<file path="src/rtl/spm_pkg.sv">
package spm_pkg;

  // Register addresses on the internal serial register port
  localparam logic [15:0] ADDR_REVISION     = 16'h300D;
  localparam logic [15:0] ADDR_ID_OVERRIDE  = 16'h300C;
  localparam logic [15:0] ADDR_STREAM_CTRL  = 16'h3012;
  localparam logic [15:0] ADDR_SOFT_RESET   = 16'h3013;
  localparam logic [15:0] ADDR_EARLY_ACT    = 16'h3014;
  localparam logic [15:0] ADDR_PAD_CTRL     = 16'h3488;
  localparam logic [15:0] ADDR_PAD_OE       = 16'h3489;
  localparam logic [15:0] ADDR_PAD_VAL      = 16'h348A;
  localparam logic [15:0] ADDR_PAD_FUNC     = 16'h348B;

  // Field positions
  localparam int BIT_STREAM_EN      = 0;
  localparam int BIT_SOFT_RESET     = 0;
  localparam int BIT_EARLY_PLL      = 1;
  localparam int BIT_ANALOG_UP      = 2;
  localparam int BIT_VID_DRIVE_EN   = 4;
  localparam int BIT_VID_DRIVE_VAL  = 5;
  localparam int BIT_PAD0           = 0;
  localparam int BIT_PAD1           = 1;
  localparam int FUNC0_HI           = 7;
  localparam int FUNC0_LO           = 5;
  localparam int FUNC1_HI           = 4;
  localparam int FUNC1_LO           = 3;

  // Reset values
  localparam logic [7:0] RST_PAD_CTRL  = 8'h00;
  localparam logic [7:0] RST_PAD_OE    = 8'h00;
  localparam logic [7:0] RST_PAD_VAL   = 8'h00;
  localparam logic [7:0] RST_PAD_FUNC  = 8'h04;
  localparam logic [7:0] RST_GENERIC   = 8'h00;
  localparam logic [6:0] BUS_ID_DEFAULT = 7'h36;  // 8-bit form 6C
  localparam logic [6:0] BUS_ID_FIXED   = 7'h10;  // 8-bit form 20
  localparam logic [7:0] RST_ID_OVERRIDE = 8'h6C;

  // Pad function codes
  localparam logic [2:0] F0_ROW_TRIG  = 3'h1;
  localparam logic [2:0] F0_PLL1_LOCK = 3'h4;
  localparam logic [2:0] F0_PLL2_LOCK = 3'h5;
  localparam logic [2:0] F0_WATCHDOG  = 3'h6;
  localparam logic [1:0] F1_VSYNC     = 2'h1;
  localparam logic [1:0] F1_SEQ_PAD   = 2'h3;

  // Timing counts in reference-clock cycles, except the init count, which is in PLL ticks, and the two times given in milliseconds
  localparam int BOOT_WAIT_CYCLES     = 9500;
  localparam int REG_WAKE_CYCLES      = 32767;
  localparam int PLL_SETTLE_CYCLES    = 4096;
  localparam int INIT_WAIT_CYCLES     = 256;  // Post-lock init, in PLL ticks
  localparam int POWER_DOWN_PULSE_MS  = 1;
  localparam int SOFT_RESET_SETTLE_MS = 10;
  localparam int CLK_HZ               = 25000000;
  localparam int CNT_W                = 16;

  // One register write or read request
  typedef struct packed {
    logic        wr;
    logic        rd;
    logic [15:0] addr;
    logic [7:0]  wdata;
  } spm_req_t;

  // Modes shown to the rest of the sensor
  typedef struct packed {
    logic clocks_on;
    logic pll_on;
    logic analog_on;
    logic pll_clock_sel;
    logic regulator_low;
    logic streaming;
  } spm_mode_t;

endpackage : spm_pkg

</file>
<file path="src/rtl/spm_counter.sv">
`timescale 1ns/100ps
`default_nettype none

module spm_counter #(
  parameter int W = 16
) (
  // Clock and reset
  input  wire logic         mclk,
  input  wire logic         reset_n,
  // Control
  input  wire logic         load,
  input  wire logic [W-1:0] load_val,
  input  wire logic         run,
  output logic              done
);

  logic [W-1:0] cnt_q;

  // Counts down once per enabled cycle, stopping at zero; done is set on the step from one to zero and held until load or reset
  always_ff @(posedge mclk) begin
    if (!reset_n) begin
      cnt_q <= '0;
      done  <= 1'b0;
    end else if (load) begin
      cnt_q <= load_val;
      done  <= 1'b0;
    end else if (run && cnt_q != '0) begin
      cnt_q <= cnt_q - 1'b1;
      done  <= (cnt_q == {{(W-1){1'b0}}, 1'b1});
    end
  end

endmodule : spm_counter

`default_nettype wire

</file>
<file path="src/rtl/spm_sequencer.sv">
`timescale 1ns/100ps
`default_nettype none

////////////////////////////////////////////////////////////////////////////////
// Functional notes
// - Video pads follow drive value when enabled
// - Pad output enables from bits 1,0
// - Pad output levels from bits 1,0
// - Pad zero function select, bits 7:5
// - Pad one function select, bits 4:3
// - Revision code readable at fixed address
// - Latch pad one at power, hard, soft reset
// - Pad low: 6C or override; high: 20
// - Boot wait 9500 cycles after power-on reset
// - Reset pin low extends boot wait
// - Soft-reset write from any state except power down and wake, with the reset pin high
// - Boot wait counted after reset and clock
// - Power down only from standby, pin low
// - Wait 32767 cycles leaving regulator low power
// - Soft reset restores defaults, ends in standby
// - Reset pin: all reset, tri-state, bus ignored
// - Power down: clocks blocked, bus off
// - Standby after boot or stream bit clear
// - Stream set: PLL, 4096 wait, init, stream
// - Stream clear: finish frame, then standby
// - Early PLL needs analog-up bit too
// - Pads follow registers when reset released
module spm_sequencer #(
  parameter int         BOOT_CYCLES  = spm_pkg::BOOT_WAIT_CYCLES,
  parameter int         WAKE_CYCLES  = spm_pkg::REG_WAKE_CYCLES,
  parameter int         PLL_CYCLES   = spm_pkg::PLL_SETTLE_CYCLES,
  parameter int         INIT_CYCLES  = spm_pkg::INIT_WAIT_CYCLES,
  parameter logic [7:0] REVISION     = 8'hA5,  // Arbitrary value
  parameter int         VID_PADS     = 16
) (
  // Clock and power-on reset
  input  wire logic                  mclk,
  input  wire logic                  reset_n,
  // Control pins from the host
  input  wire logic                  hard_reset_pin_n,
  input  wire logic                  power_down_pin_n,
  // Register port from the serial bus slave
  input  wire spm_pkg::spm_req_t     reg_req,
  output logic [7:0]                 reg_rdata,
  output logic                       reg_rvalid,
  output logic [6:0]                 bus_id,
  output logic                       bus_enable,
  // Events from the sensor
  input  wire logic                  frame_sync_in,
  input  wire logic                  row_trigger,
  input  wire logic                  pll1_lock,
  input  wire logic                  pll2_lock,
  input  wire logic                  watchdog_pulse,
  input  wire logic                  seq_pad_signal,
  input  wire logic                  pll_clock_tick,
  // General pads
  input  wire logic                  general_pad_zero_in,
  output logic                       general_pad_zero_out,
  output logic                       general_pad_zero_oe,
  input  wire logic                  general_pad_one_in,
  output logic                       general_pad_one_out,
  output logic                       general_pad_one_oe,
  // Video pads
  output logic [VID_PADS-1:0]        video_pad_out,
  output logic [VID_PADS-1:0]        video_pad_oe,
  // Mode
  output spm_pkg::spm_mode_t         mode,
  output logic                       soft_reset_state
);

  ////////////////////////////////////////////////////////////////////////////////
  // Pin synchronisers
  logic rst_pin_n_s;
  logic pwdn_pin_n_s;
  logic fsync_s;
  logic pad1_s;
  logic pad0_s;
  logic pll_tick_s;
  logic [4:0] evt_s;

  // Sensor events come from other clocks, so they take the same two stages
  spm_sync #(.W(11)) u_sync (
    .mclk     (mclk),
    .reset_n  (reset_n),
    .async_in ({hard_reset_pin_n, power_down_pin_n, frame_sync_in,
                general_pad_one_in, general_pad_zero_in, pll_clock_tick,
                row_trigger, pll1_lock, pll2_lock, watchdog_pulse, seq_pad_signal}),
    .sync_out ({rst_pin_n_s, pwdn_pin_n_s, fsync_s, pad1_s, pad0_s, pll_tick_s, evt_s})
  );

  ////////////////////////////////////////////////////////////////////////////////
  // State machine
  typedef enum logic [8:0] {
    ST_BOOT     = 9'h001,
    ST_SOFT_RST = 9'h002,
    ST_STANDBY  = 9'h004,
    ST_PWDN     = 9'h008,
    ST_WAKE     = 9'h010,
    ST_PLL_UP   = 9'h020,
    ST_INIT     = 9'h040,
    ST_STREAM   = 9'h080,
    ST_STOPPING = 9'h100
  } spm_state_t;

  spm_state_t state_q;
  spm_state_t state_d;

  logic [7:0] pad_ctrl_q;
  logic [7:0] pad_oe_q;
  logic [7:0] pad_val_q;
  logic [7:0] pad_func_q;
  logic [7:0] id_ovr_q;
  logic [7:0] stream_q;
  logic [7:0] early_q;
  logic       id_strap_q;
  logic       fsync_d1_q;

  // Register file is live only outside reset pin, power down and wake
  wire        regs_live  = rst_pin_n_s && state_q != ST_PWDN && state_q != ST_WAKE;
  wire        wr_ok      = regs_live && reg_req.wr;
  wire        soft_rst   = wr_ok && reg_req.addr == spm_pkg::ADDR_SOFT_RESET
                           && reg_req.wdata[spm_pkg::BIT_SOFT_RESET];
  wire        stream_en  = stream_q[spm_pkg::BIT_STREAM_EN];
  wire        early_pll  = early_q[spm_pkg::BIT_EARLY_PLL] && early_q[spm_pkg::BIT_ANALOG_UP];
  wire        analog_up  = early_q[spm_pkg::BIT_ANALOG_UP];
  wire        frame_end  = fsync_s && !fsync_d1_q;
  wire        regs_clear = !rst_pin_n_s || soft_rst || state_q == ST_PWDN;

  ////////////////////////////////////////////////////////////////////////////////
  // Timers
  logic [spm_pkg::CNT_W-1:0] tmr_load_val;
  logic                      tmr_load;
  logic                      tmr_done;
  logic                      tmr_run;

  function automatic logic [spm_pkg::CNT_W-1:0] to_cnt(input int n);
    to_cnt = n[spm_pkg::CNT_W-1:0];
  endfunction : to_cnt

  assign tmr_load     = (state_q != state_d) || !rst_pin_n_s;
  assign tmr_load_val = (state_d == ST_BOOT)   ? to_cnt(BOOT_CYCLES) :
                        (state_d == ST_WAKE)   ? to_cnt(WAKE_CYCLES) :
                        (state_d == ST_PLL_UP) ? to_cnt(PLL_CYCLES)  :
                        (state_d == ST_INIT)   ? to_cnt(INIT_CYCLES) : to_cnt(1);
  assign tmr_run      = (state_q == ST_INIT) ? pll_tick_s : 1'b1;

  spm_counter #(.W(spm_pkg::CNT_W)) u_timer (
    .mclk     (mclk),
    .reset_n  (reset_n),
    .load     (tmr_load),
    .load_val (tmr_load_val),
    .run      (tmr_run),
    .done     (tmr_done)
  );

  always_comb begin
    state_d = state_q;
    case (state_q)
      ST_BOOT:     if (tmr_done) state_d = ST_SOFT_RST;
      ST_SOFT_RST: state_d = ST_STANDBY;
      ST_STANDBY: begin
        if (!pwdn_pin_n_s) state_d = ST_PWDN;
        else if (stream_en) state_d = ST_PLL_UP;
      end
      ST_PWDN:     if (pwdn_pin_n_s) state_d = ST_WAKE;
      ST_WAKE:     if (tmr_done) state_d = ST_STANDBY;
      ST_PLL_UP: begin
        if (!stream_en) state_d = ST_STANDBY;
        else if (tmr_done) state_d = ST_INIT;
      end
      ST_INIT: begin
        if (!stream_en) state_d = ST_STANDBY;
        else if (tmr_done) state_d = ST_STREAM;
      end
      ST_STREAM:   if (!stream_en) state_d = ST_STOPPING;
      ST_STOPPING: begin
        if (stream_en) state_d = ST_STREAM;
        else if (frame_end) state_d = ST_STANDBY;
      end
      default:     state_d = ST_BOOT;
    endcase
    if (soft_rst) state_d = ST_SOFT_RST;
  end

  always_ff @(posedge mclk) begin
    if (!reset_n || !rst_pin_n_s) begin
      state_q <= ST_BOOT;
    end else begin
      state_q <= state_d;
    end
  end

  always_ff @(posedge mclk) begin
    if (!reset_n) begin
      fsync_d1_q <= 1'b0;
    end else begin
      fsync_d1_q <= fsync_s;
    end
  end

  ////////////////////////////////////////////////////////////////////////////////
  // Registers
  function automatic logic [7:0] wr_val(input logic [15:0] a, input logic [7:0] cur);
    wr_val = (wr_ok && reg_req.addr == a) ? reg_req.wdata : cur;
  endfunction : wr_val

  always_ff @(posedge mclk) begin
    if (!reset_n || regs_clear) begin
      pad_ctrl_q <= spm_pkg::RST_PAD_CTRL;
      pad_oe_q   <= spm_pkg::RST_PAD_OE;
      pad_val_q  <= spm_pkg::RST_PAD_VAL;
      pad_func_q <= spm_pkg::RST_PAD_FUNC;
      id_ovr_q   <= spm_pkg::RST_ID_OVERRIDE;
      stream_q   <= spm_pkg::RST_GENERIC;
      early_q    <= spm_pkg::RST_GENERIC;
    end else begin
      pad_ctrl_q <= wr_val(spm_pkg::ADDR_PAD_CTRL, pad_ctrl_q);
      pad_oe_q   <= wr_val(spm_pkg::ADDR_PAD_OE, pad_oe_q);
      pad_val_q  <= wr_val(spm_pkg::ADDR_PAD_VAL, pad_val_q);
      pad_func_q <= wr_val(spm_pkg::ADDR_PAD_FUNC, pad_func_q);
      id_ovr_q   <= wr_val(spm_pkg::ADDR_ID_OVERRIDE, id_ovr_q);
      stream_q   <= wr_val(spm_pkg::ADDR_STREAM_CTRL, stream_q);
      early_q    <= wr_val(spm_pkg::ADDR_EARLY_ACT, early_q);
    end
  end

  // Address strap sampled in reset pin, boot and soft reset states, kept afterwards
  wire strap_window = !rst_pin_n_s || state_q == ST_BOOT || state_q == ST_SOFT_RST;

  always_ff @(posedge mclk) begin
    if (!reset_n) begin
      id_strap_q <= 1'b0;
    end else if (strap_window) begin
      id_strap_q <= pad1_s;
    end
  end

  wire [7:0] rd_mux =
    (reg_req.addr == spm_pkg::ADDR_REVISION)    ? REVISION   :
    (reg_req.addr == spm_pkg::ADDR_ID_OVERRIDE) ? id_ovr_q   :
    (reg_req.addr == spm_pkg::ADDR_STREAM_CTRL) ? stream_q   :
    (reg_req.addr == spm_pkg::ADDR_EARLY_ACT)   ? early_q    :
    (reg_req.addr == spm_pkg::ADDR_PAD_CTRL)    ? pad_ctrl_q :
    (reg_req.addr == spm_pkg::ADDR_PAD_OE)      ? pad_oe_q   :
    (reg_req.addr == spm_pkg::ADDR_PAD_VAL)     ? pad_val_q  :
    (reg_req.addr == spm_pkg::ADDR_PAD_FUNC)    ? pad_func_q : 8'h00;

  always_ff @(posedge mclk) begin
    if (!reset_n) begin
      reg_rdata  <= 8'h00;
      reg_rvalid <= 1'b0;
    end else begin
      reg_rvalid <= regs_live && reg_req.rd;
      reg_rdata  <= (regs_live && reg_req.rd) ? rd_mux : 8'h00;
    end
  end

  ////////////////////////////////////////////////////////////////////////////////
  // Pads
  wire [2:0] f0 = pad_func_q[spm_pkg::FUNC0_HI:spm_pkg::FUNC0_LO];
  wire [1:0] f1 = pad_func_q[spm_pkg::FUNC1_HI:spm_pkg::FUNC1_LO];

  // Unused codes fall back to the output-value register
  wire pad0_src = (f0 == spm_pkg::F0_ROW_TRIG)  ? evt_s[4] :
                  (f0 == spm_pkg::F0_PLL1_LOCK) ? evt_s[3] :
                  (f0 == spm_pkg::F0_PLL2_LOCK) ? evt_s[2] :
                  (f0 == spm_pkg::F0_WATCHDOG)  ? evt_s[1] :
                  pad_val_q[spm_pkg::BIT_PAD0];
  wire pad1_src = (f1 == spm_pkg::F1_VSYNC)   ? fsync_s        :
                  (f1 == spm_pkg::F1_SEQ_PAD) ? evt_s[0] :
                  pad_val_q[spm_pkg::BIT_PAD1];

  wire pads_on = rst_pin_n_s;
  wire vid_en  = pads_on && pad_ctrl_q[spm_pkg::BIT_VID_DRIVE_EN];

  always_ff @(posedge mclk) begin
    if (!reset_n) begin
      general_pad_zero_out <= 1'b0;
      general_pad_zero_oe  <= 1'b0;
      general_pad_one_out  <= 1'b0;
      general_pad_one_oe   <= 1'b0;
      video_pad_out        <= '0;
      video_pad_oe         <= '0;
    end else begin
      general_pad_zero_out <= pad0_src;
      general_pad_zero_oe  <= pads_on && pad_oe_q[spm_pkg::BIT_PAD0];
      general_pad_one_out  <= pad1_src;
      general_pad_one_oe   <= pads_on && pad_oe_q[spm_pkg::BIT_PAD1];
      video_pad_out        <= {VID_PADS{pad_ctrl_q[spm_pkg::BIT_VID_DRIVE_VAL]}};
      video_pad_oe         <= {VID_PADS{vid_en}};
    end
  end

  ////////////////////////////////////////////////////////////////////////////////
  // Bus identity and mode outputs
  wire in_run = state_q == ST_PLL_UP || state_q == ST_INIT
                || state_q == ST_STREAM || state_q == ST_STOPPING;

  always_ff @(posedge mclk) begin
    if (!reset_n) begin
      bus_id           <= spm_pkg::BUS_ID_DEFAULT;
      bus_enable       <= 1'b0;
      mode             <= '0;
      soft_reset_state <= 1'b0;
    end else begin
      bus_id           <= id_strap_q ? spm_pkg::BUS_ID_FIXED : id_ovr_q[7:1];
      bus_enable       <= regs_live;
      soft_reset_state <= state_q == ST_SOFT_RST;
      mode.clocks_on     <= rst_pin_n_s && state_q != ST_PWDN && state_q != ST_WAKE;
      mode.analog_on     <= in_run || (state_q == ST_STANDBY && analog_up);
      mode.pll_on        <= in_run || (state_q == ST_STANDBY && early_pll);
      mode.pll_clock_sel <= state_q == ST_INIT || state_q == ST_STREAM
                            || state_q == ST_STOPPING;
      mode.regulator_low <= state_q == ST_PWDN;
      mode.streaming     <= state_q == ST_STREAM || state_q == ST_STOPPING;
    end
  end

endmodule : spm_sequencer

`default_nettype wire

</file>
<file path="src/rtl/spm_sync.sv">
`timescale 1ns/100ps
`default_nettype none

module spm_sync #(
  parameter int W = 1
) (
  // Clock and reset
  input  wire logic         mclk,
  input  wire logic         reset_n,
  // Data
  input  wire logic [W-1:0] async_in,
  output logic      [W-1:0] sync_out
);

  logic [W-1:0] meta_q;

  // First stage is read only by the second stage
  always_ff @(posedge mclk) begin
    if (!reset_n) begin
      meta_q   <= '0;
      sync_out <= '0;
    end else begin
      meta_q   <= async_in;
      sync_out <= meta_q;
    end
  end

endmodule : spm_sync

`default_nettype wire

</file>
<file path="config.mk">
export PLATFORM = sky130hd
export DESIGN_NAME = spm_sequencer
export DESIGN_NICKNAME = d
export VERILOG_FILES = /design/src/rtl/spm_pkg.sv /design/src/rtl/spm_counter.sv /design/src/rtl/spm_sequencer.sv /design/src/rtl/spm_sync.sv
export SDC_FILE = /design/constraint.sdc
export NUM_CORES = 1
export LEC_CHECK = 0
export ABC_AREA = 1
export BUFFER_PORTS_ARGS = -buffer_cell sky130_fd_sc_hd__buf_4
export CAP_MARGIN = 20
export CORE_MARGIN = 4
export CORE_UTILIZATION = 58
export CTS_CLUSTER_SIZE = 12
export DETAILED_ROUTE_END_ITERATION = 10
export PLACE_DENSITY_LB_ADDON = 0.2
export SYNTH_ARGS = -nofsm -noshare
export SYNTH_HDL_FRONTEND = slang
export SYNTH_SLANG_ARGS = --single-unit
</file>
<file path="constraint.sdc">
create_clock -name mclk -period 2.71 [get_ports mclk]
set_input_delay 0 -clock mclk [delete_from_list [all_inputs] [get_ports mclk]]
set_output_delay 0 -clock mclk [all_outputs]
set_load 0.1 [all_outputs]
</file>
After elaboration in Yosys (flattened, before gate mapping)
Cells that the tools add are included.
{"block": "totals", "output_inout_bits": 60, "word_cells": 148, "regBits": 135}
{"block": "classes", "bitwise": 2, "n_eq_ne": 32, "n_reduce_logical": 45, "addsub": 1, "muxes": 36}
{"operator": "== test 16 x 14 -> 1 bit, second input constant", "count": 9}
{"operator": "two-way mux 9 bit", "count": 14}
{"operator": "case mux 9 bit (9 select lines)", "count": 1}
{"operator": "two-way mux 8 bit", "count": 8}
{"operator": "two-way mux 16 bit", "count": 2}
{"operator": "two-way mux 15 bit", "count": 2}
{"operator": "logical AND 1 bit", "count": 21}
{"operator": "== test 9 x 1 -> 1 bit, second input constant", "count": 2}
{"operator": "== test 9 x 5 -> 1 bit, second input constant", "count": 2}
{"operator": "== test 9 x 6 -> 1 bit, second input constant", "count": 2}
{"operator": "== test 9 x 7 -> 1 bit, second input constant", "count": 2}
{"operator": "== test 16 x 1 -> 1 bit, second input constant", "count": 1}
{"operator": "nonzero test 16 bit", "count": 1}
{"operator": "subtractor 16 x 1 -> 16 bit, second input constant", "count": 1}
{"operator": "logical OR 1 bit", "count": 15}
{"operator": "two-way mux 13 bit", "count": 1}
{"operator": "== test 3 bit, second input constant", "count": 3}
{"operator": "== test 9 x 2 -> 1 bit, second input constant", "count": 1}
{"operator": "== test 9 x 3 -> 1 bit, second input constant", "count": 1}
{"operator": "== test 9 x 4 -> 1 bit, second input constant", "count": 1}
{"operator": "== test 9 x 8 -> 1 bit, second input constant", "count": 1}
{"operator": "== test 9 bit, second input constant", "count": 1}
{"operator": "!= test 9 x 4 -> 1 bit, second input constant", "count": 1}
{"operator": "!= test 9 x 5 -> 1 bit, second input constant", "count": 1}
{"operator": "12 further kinds", "count": 22}

Logic depth before layout (Yosys ltp)
{"block": "logic_depth", "word_depth": 13, "mapped_depth": 19, "depth_no_buf": 18}

Hierarchy
From an unflattened synthesis, not the netlist that was laid out.
{"block": "unflattened", "hier_cells": 1026, "hier_area_um2": 6916.6}
{"mod": "spm_sequencer", "cells_each": 752, "n_inst": 1, "seq_area_each_um2": 1921.8, "area_each_um2": 5008.6}
{"mod": "spm_counter", "cells_each": 206, "n_inst": 1, "seq_area_each_um2": 340.3, "area_each_um2": 1280.0}
{"mod": "spm_sync", "cells_each": 68, "n_inst": 1, "seq_area_each_um2": 440.4, "area_each_um2": 628.1}

Worst setup path before layout
Ideal clock, no wire load.
{"block": "synth_timing", "path_kind": "register to register", "start": "register state_q[2]", "end": "register u_timer.cnt_q[7]", "synth_period_minus_slack_ps": 2156, "path_stages_with_launch": 19, "setup_ps": 126, "setup_slack_ps": 554, "required_ps": 2584, "arrival_ps": 2029, "cell_sequence": "dfxtp_1 > buf_6 > nor2_4 > nand2_8 > inv_4 > nand4_1 > nand2_1 > nor2_2 > nand2_4 > nand2_2 > nand2_4 > nand2_1 > nand2_1 > nand2_1 > nor2_4 > nand3_2 > buf_2 > o21ai_0 > a21oi_1"}
{"block": "synth_between", "elab_chain_cells": 12}
{"item": "from (decl)", "line": "spm_sequencer.sv:105", "source": "spm_state_t state_q;"}
{"item": "from (signal assigned)", "line": "spm_sequencer.sv:189", "source": "state_q <= state_d;"}
{"item": "!= test 9 x 4 -> 1 bit", "line": "spm_sequencer.sv:119", "source": "wire regs_live = rst_pin_n_s && state_q != ST_PWDN && state_q != ST_WAKE;"}
{"item": "logical AND 1 bit (2 in a row)", "line": "spm_sequencer.sv:119"}
{"item": "logical AND 1 bit", "line": "spm_sequencer.sv:120", "source": "wire wr_ok = regs_live && reg_req.wr;"}
{"item": "logical AND 1 bit", "line": "spm_sequencer.sv:121", "source": "wire soft_rst = wr_ok && reg_req.addr == spm_pkg::ADDR_SOFT_RESET"}
{"item": "logical AND 1 bit", "line": "spm_sequencer.sv:122", "source": "&& reg_req.wdata[spm_pkg::BIT_SOFT_RESET];"}
{"item": "two-way mux 9 bit", "line": "spm_sequencer.sv:182", "source": "if (soft_rst) state_d = ST_SOFT_RST;"}
{"item": "== test 9 x 6 -> 1 bit", "line": "spm_sequencer.sv:143", "source": "(state_d == ST_PLL_UP) ? to_cnt(PLL_CYCLES) :"}
{"item": "two-way mux 13 bit", "line": "spm_sequencer.sv:143"}
{"item": "two-way mux 15 bit", "line": "spm_sequencer.sv:142", "source": "(state_d == ST_WAKE) ? to_cnt(WAKE_CYCLES) :"}
{"item": "two-way mux 15 bit", "line": "spm_sequencer.sv:141", "source": "assign tmr_load_val = (state_d == ST_BOOT) ? to_cnt(BOOT_CYCLES) :"}
{"item": "two-way mux 16 bit", "line": "spm_counter.sv:24", "source": "end else if (load) begin"}
{"item": "to (signal assigned)", "line": "spm_counter.sv:25", "source": "cnt_q <= load_val;"}
{"item": "to (signal assigned)", "line": "spm_counter.sv:28", "source": "cnt_q <= cnt_q - 1'b1;"}
{"item": "to (decl)", "line": "spm_counter.sv:17", "source": "logic [W-1:0] cnt_q;"}
Several ways; a longest one is shown, not always the timed one.
A chain may end at the register's enable or synchronous reset.

Worst setup path after layout
{"block": "layout_timing", "start": "register state_q[4]", "end": "register u_timer.cnt_q[9]"}
{"block": "layout_between", "elab_chain_cells": 11}
{"item": "!= test 9 x 4 -> 1 bit", "line": "spm_sequencer.sv:119"}
{"item": "logical AND 1 bit (2 in a row)", "line": "spm_sequencer.sv:119"}
{"item": "logical AND 1 bit", "line": "spm_sequencer.sv:120"}
{"item": "logical AND 1 bit", "line": "spm_sequencer.sv:121"}
{"item": "logical AND 1 bit", "line": "spm_sequencer.sv:122"}
{"item": "two-way mux 9 bit", "line": "spm_sequencer.sv:182"}
{"item": "== test 9 x 5 -> 1 bit", "line": "spm_sequencer.sv:142"}
{"item": "two-way mux 15 bit", "line": "spm_sequencer.sv:142"}
{"item": "two-way mux 15 bit", "line": "spm_sequencer.sv:141"}
{"item": "two-way mux 16 bit", "line": "spm_counter.sv:24"}
Several ways; a longest one is shown, not always the timed one.

==> impl_metrics.tcl <==
set metrics [dict create \
    status "completed" \
    synth_compound_area_share_pct 16.16 \
    critPathArrivalTime_ns 2.86 \
    holdWs_ns 0.02589 \
    crit_start "state_q[4]" \
    synth_area_leader_cell "dfxtp_1" \
    r2r_slack_ns 0.16 \
    synthCells 1005 \
    synth_area_um2 6899 \
    ys_ff_latch 133 \
    path_cells "nor2_4 -> nand2_4 -> nor2_1 -> nand2_2 -> nand2_2 -> nor2_4 -> nand2_2 -> nand2_1 -> nand2_1 -> nand2_1 -> nor2_1 -> nand2_1 -> nor2_4 -> nand3_2 -> buf_4 -> o21ai_0 -> a21oi_1" \
    clockBufferDepth 2 \
    synthArstFlopShare_pct 0 \
    final_core_util_pct 73.23 \
    p_leak_nw 3.812 \
    period_share_pct 94.09 \
    yosysMostFrequentCell "nand2_1" \
    synthXorXnorAreaFrac_pct 1.016 \
    r2r_end "u_timer.cnt_q[9]" \
    syn-mean-instance-area_um2 6.865 \
    dieArea_um2 13700 \
    drt-total-wl_um 19830 \
    finClkSkew_ns 0.004514 \
    first_global_vias 6196 \
    dpl.hpwl_um 13860 \
    slowest_delay_ns 0.40 \
    synthAdderAreaFrac_pct 0.3627 \
    synth-edff-count 0 \
    setup-tns-final_ns 0 \
    r2r_start "state_q[4]" \
    cp_data_required_time_ns 3.02 \
    grt_pass1_wl_um 31400 \
    antenna_found_initial 0 \
    dr.pass1.iters 6 \
    final-hold-violation-count 0 \
    drtIter0Drc 651 \
    tritoncts.num_buffers 17 \
    synth_common_cells "nand2_1 (233), dfxtp_1 (133), inv_1 (121), nor2_1 (100), a21oi_1 (86)" \
    synth_nets 1046 \
    layout.nets 1150 \
    die_h_um 117.1 \
    ir_drop_v 0.0004631 \
    rows 39 \
    drcViolationCount 0 \
    num_vias 7087 \
    hp-class "input pin to flip-flop" \
    reg2reg_depth 17 \
    antenna_left 0 \
    htreeDepth 4 \
    synth_top_family_by_area "simple AND/OR/NAND/NOR gates" \
    insertion_delay_ns 0.42 \
    synthFlopType "dfxtp_1" \
    gp_congestion 0.9947 \
    grt_max_degree 44 \
    setup_viol 0 \
    area_delta_synth_final_pct 22.23 \
    overflow 0 \
    worstSetupPathType "flip-flop to flip-flop" \
    synthSimpleGateAreaFrac_pct 31.19 \
    yosysWarnings 0 \
    endpoint "u_timer.cnt_q[9]" \
    yosysTopAreaCellShare_pct 38.59 \
    vias_per_cell 5.607 \
    cts.sinks 133 \
    rsz0062_at_grt "no" \
    worst_pin_slew_ns 0.5803 \
    end_kind "flip-flop" \
    clk_pin_slew_worst_paths_ns 0.06 \
    path_common_cell "nand2_1" \
    max_freq_mhz 392.2 \
    relSlewSlack_pct 60.95 \
    drv_slew 0 \
    yosysSeqAreaShare_pct 38.59 \
    p_total_mw 4.520 \
    ios 99 \
    grtUsageTotal_pct 29.34 \
    io_buffers 97 \
    ctsRootBufferMaster "clkbuf_16" \
    muxShareOfSynthArea_pct 0 \
    cts_tree "done" \
    min_period_ns 2.550 \
    final_area_um2 8433 \
    post_drt_wl_per_cell_um 15.69 \
    crit_path_start_kind "flip-flop" \
    path_max_fanout 7 \
    initial_core_util_pct 59.91 \
    final_layout_size_suffix_gt1_share_pct 18.38 \
    slowest_stage "dfxtp_1" \
    ys_types 50 \
    die-width_um 117.1 \
    dpl-instance-area_um2 7629 \
    maxCapViolations 0 \
    fillers 931 \
    antennaDiodeCount 0 \
    ys_top_cells_by_area "dfxtp_1 (39%), nand2_1 (13%), inv_1 (6.6%)" \
    core_area_um2 11520 \
    powerDensity_nw_per_um2 535.9 \
]
## state kept, by name, indices dropped and copies added (netlist names), 6 cells and up
name             flops
pad_ctrl_q           8
pad_val_q            8
early_q              8
pad_func_q           8
bus_id               7
pad_oe_q             8
stream_q             8
u_sync.sync_out     10
state_q              9
reg_rdata            8
mode                 6
u_sync.meta_q       10
id_ovr_q             8
u_timer.cnt_q       16
## worst max-delay path, delay by kind of cell (launching register included)
kind | cells | cell delay [ns]
AO/OA/AOI/OAI | 2 | 0.27
buffers and inverters | 1 | 0.19
flip-flops | 1 | 0.40
AND/OR/NAND/NOR | 14 | 1.57
## metrics by stage
step / cells / worst slack (ns)
after floorplan: 1005 / 0.5543
after detailed placement: 1212 / 0.2188
after global placement: 1212 / 0.2752
after global routing: 1264 / 0.006533
after CTS: 1263 / 0.1627
final: 1264 / 0.1601
## worst min-delay path by stage
stage	to	from	depth (start not counted)	slack (ns)
after floorplan	u_sync.meta_q[0]	seq_pad_signal	2	0.1
after global placement	u_sync.meta_q[8]	frame_sync_in	3	0.18
after detailed placement	u_sync.meta_q[3]	pll1_lock	3	0.19
after CTS	state_q[1]	reg_req[9]	5	0.02
after global routing	state_q[1]	reg_req[9]	5	0.06
final	state_q[1]	reg_req[9]	5	0.03
## logic make-up (layout without fill, tap and decap cells)
| group | count (synthesis) | in the layout |
|---|---|---|
| adder cells (fa/ha/maj) | 2 | 2 |
| buffers and inverters | 191 | 307 |
| AND/OR/NAND/NOR | 474 | 474 |
| flip-flops | 133 | 133 |
| XOR/XNOR | 8 | 8 |
| AO/OA/AOI/OAI | 197 | 197 |
## cell type report
type / count / area, um^2 / area share [%]
clock inverters: 12 / 128.9 / 1.528
inverters: 132 / 504.2 / 5.979
repair buffers: 144 / 1131 / 13.41
flip-flops and latches: 133 / 2665 / 31.60
multi-input cells: 681 / 3372 / 39.99
well taps: 143 / 178.9 / 2.122
clock buffers: 19 / 452.9 / 5.371
## repair_timing
item,4_1_cts,5_1_grt
hold buffers,20,0
endpoints found under the setup margin,0,14
gates resized for setup,0,8
endpoints found under the hold margin,69,0
setup buffers,0,1
## cells in the final DEF (no fill, tap or decap), drive strengths merged, types with 2 or more instances in the layout
cell type / synthesis / final
a31oi: 3 / 3
xnor2: 4 / 4
o21a: 3 / 3
nor3b: 2 / 2
nand3: 71 / 71
nor3: 18 / 18
a211oi: 9 / 9
o2111ai: 2 / 2
dlygate4sd3: 0 / 20
a21o: 2 / 2
dfxtp: 133 / 133
bufinv: 0 / 2
a221oi: 2 / 2
or2: 2 / 2
clkinv: 3 / 9
o22ai: 2 / 2
nor4: 8 / 8
xor2: 4 / 4
ha: 2 / 2
inv: 129 / 130
o31ai: 2 / 2
nand2: 243 / 243
o211ai: 10 / 10
clkinvlp: 0 / 3
o21ai: 71 / 71
clkbuf: 19 / 19
a21oi: 87 / 87
buf: 40 / 124
nor2: 111 / 111
nand4: 18 / 18
## where the power goes
part | leakage (nW) | internal [mW] | switching [mW] | total [mW]
Sequential | 1.08 | 1.98 | 0.0167 | 2.00
Combinational | 2.45 | 0.0965 | 0.141 | 0.238
Clock | 0.281 | 1.39 | 0.892 | 2.29
## layer usage
layer | wire (um) | track usage (%) | part of all wire, % | up-vias
met5 | 0 | 0 | 0 | -
met4 | 432 | 10.09 | 2.2 | 0
met3 | 2045 | 5.810 | 10 | 40
met2 | 8547 | 43.65 | 43 | 389
met1 | 8807 | 42.58 | 44 | 3205
li1 | - | - | - | 3453
Power figures use the tool's default switching activity.
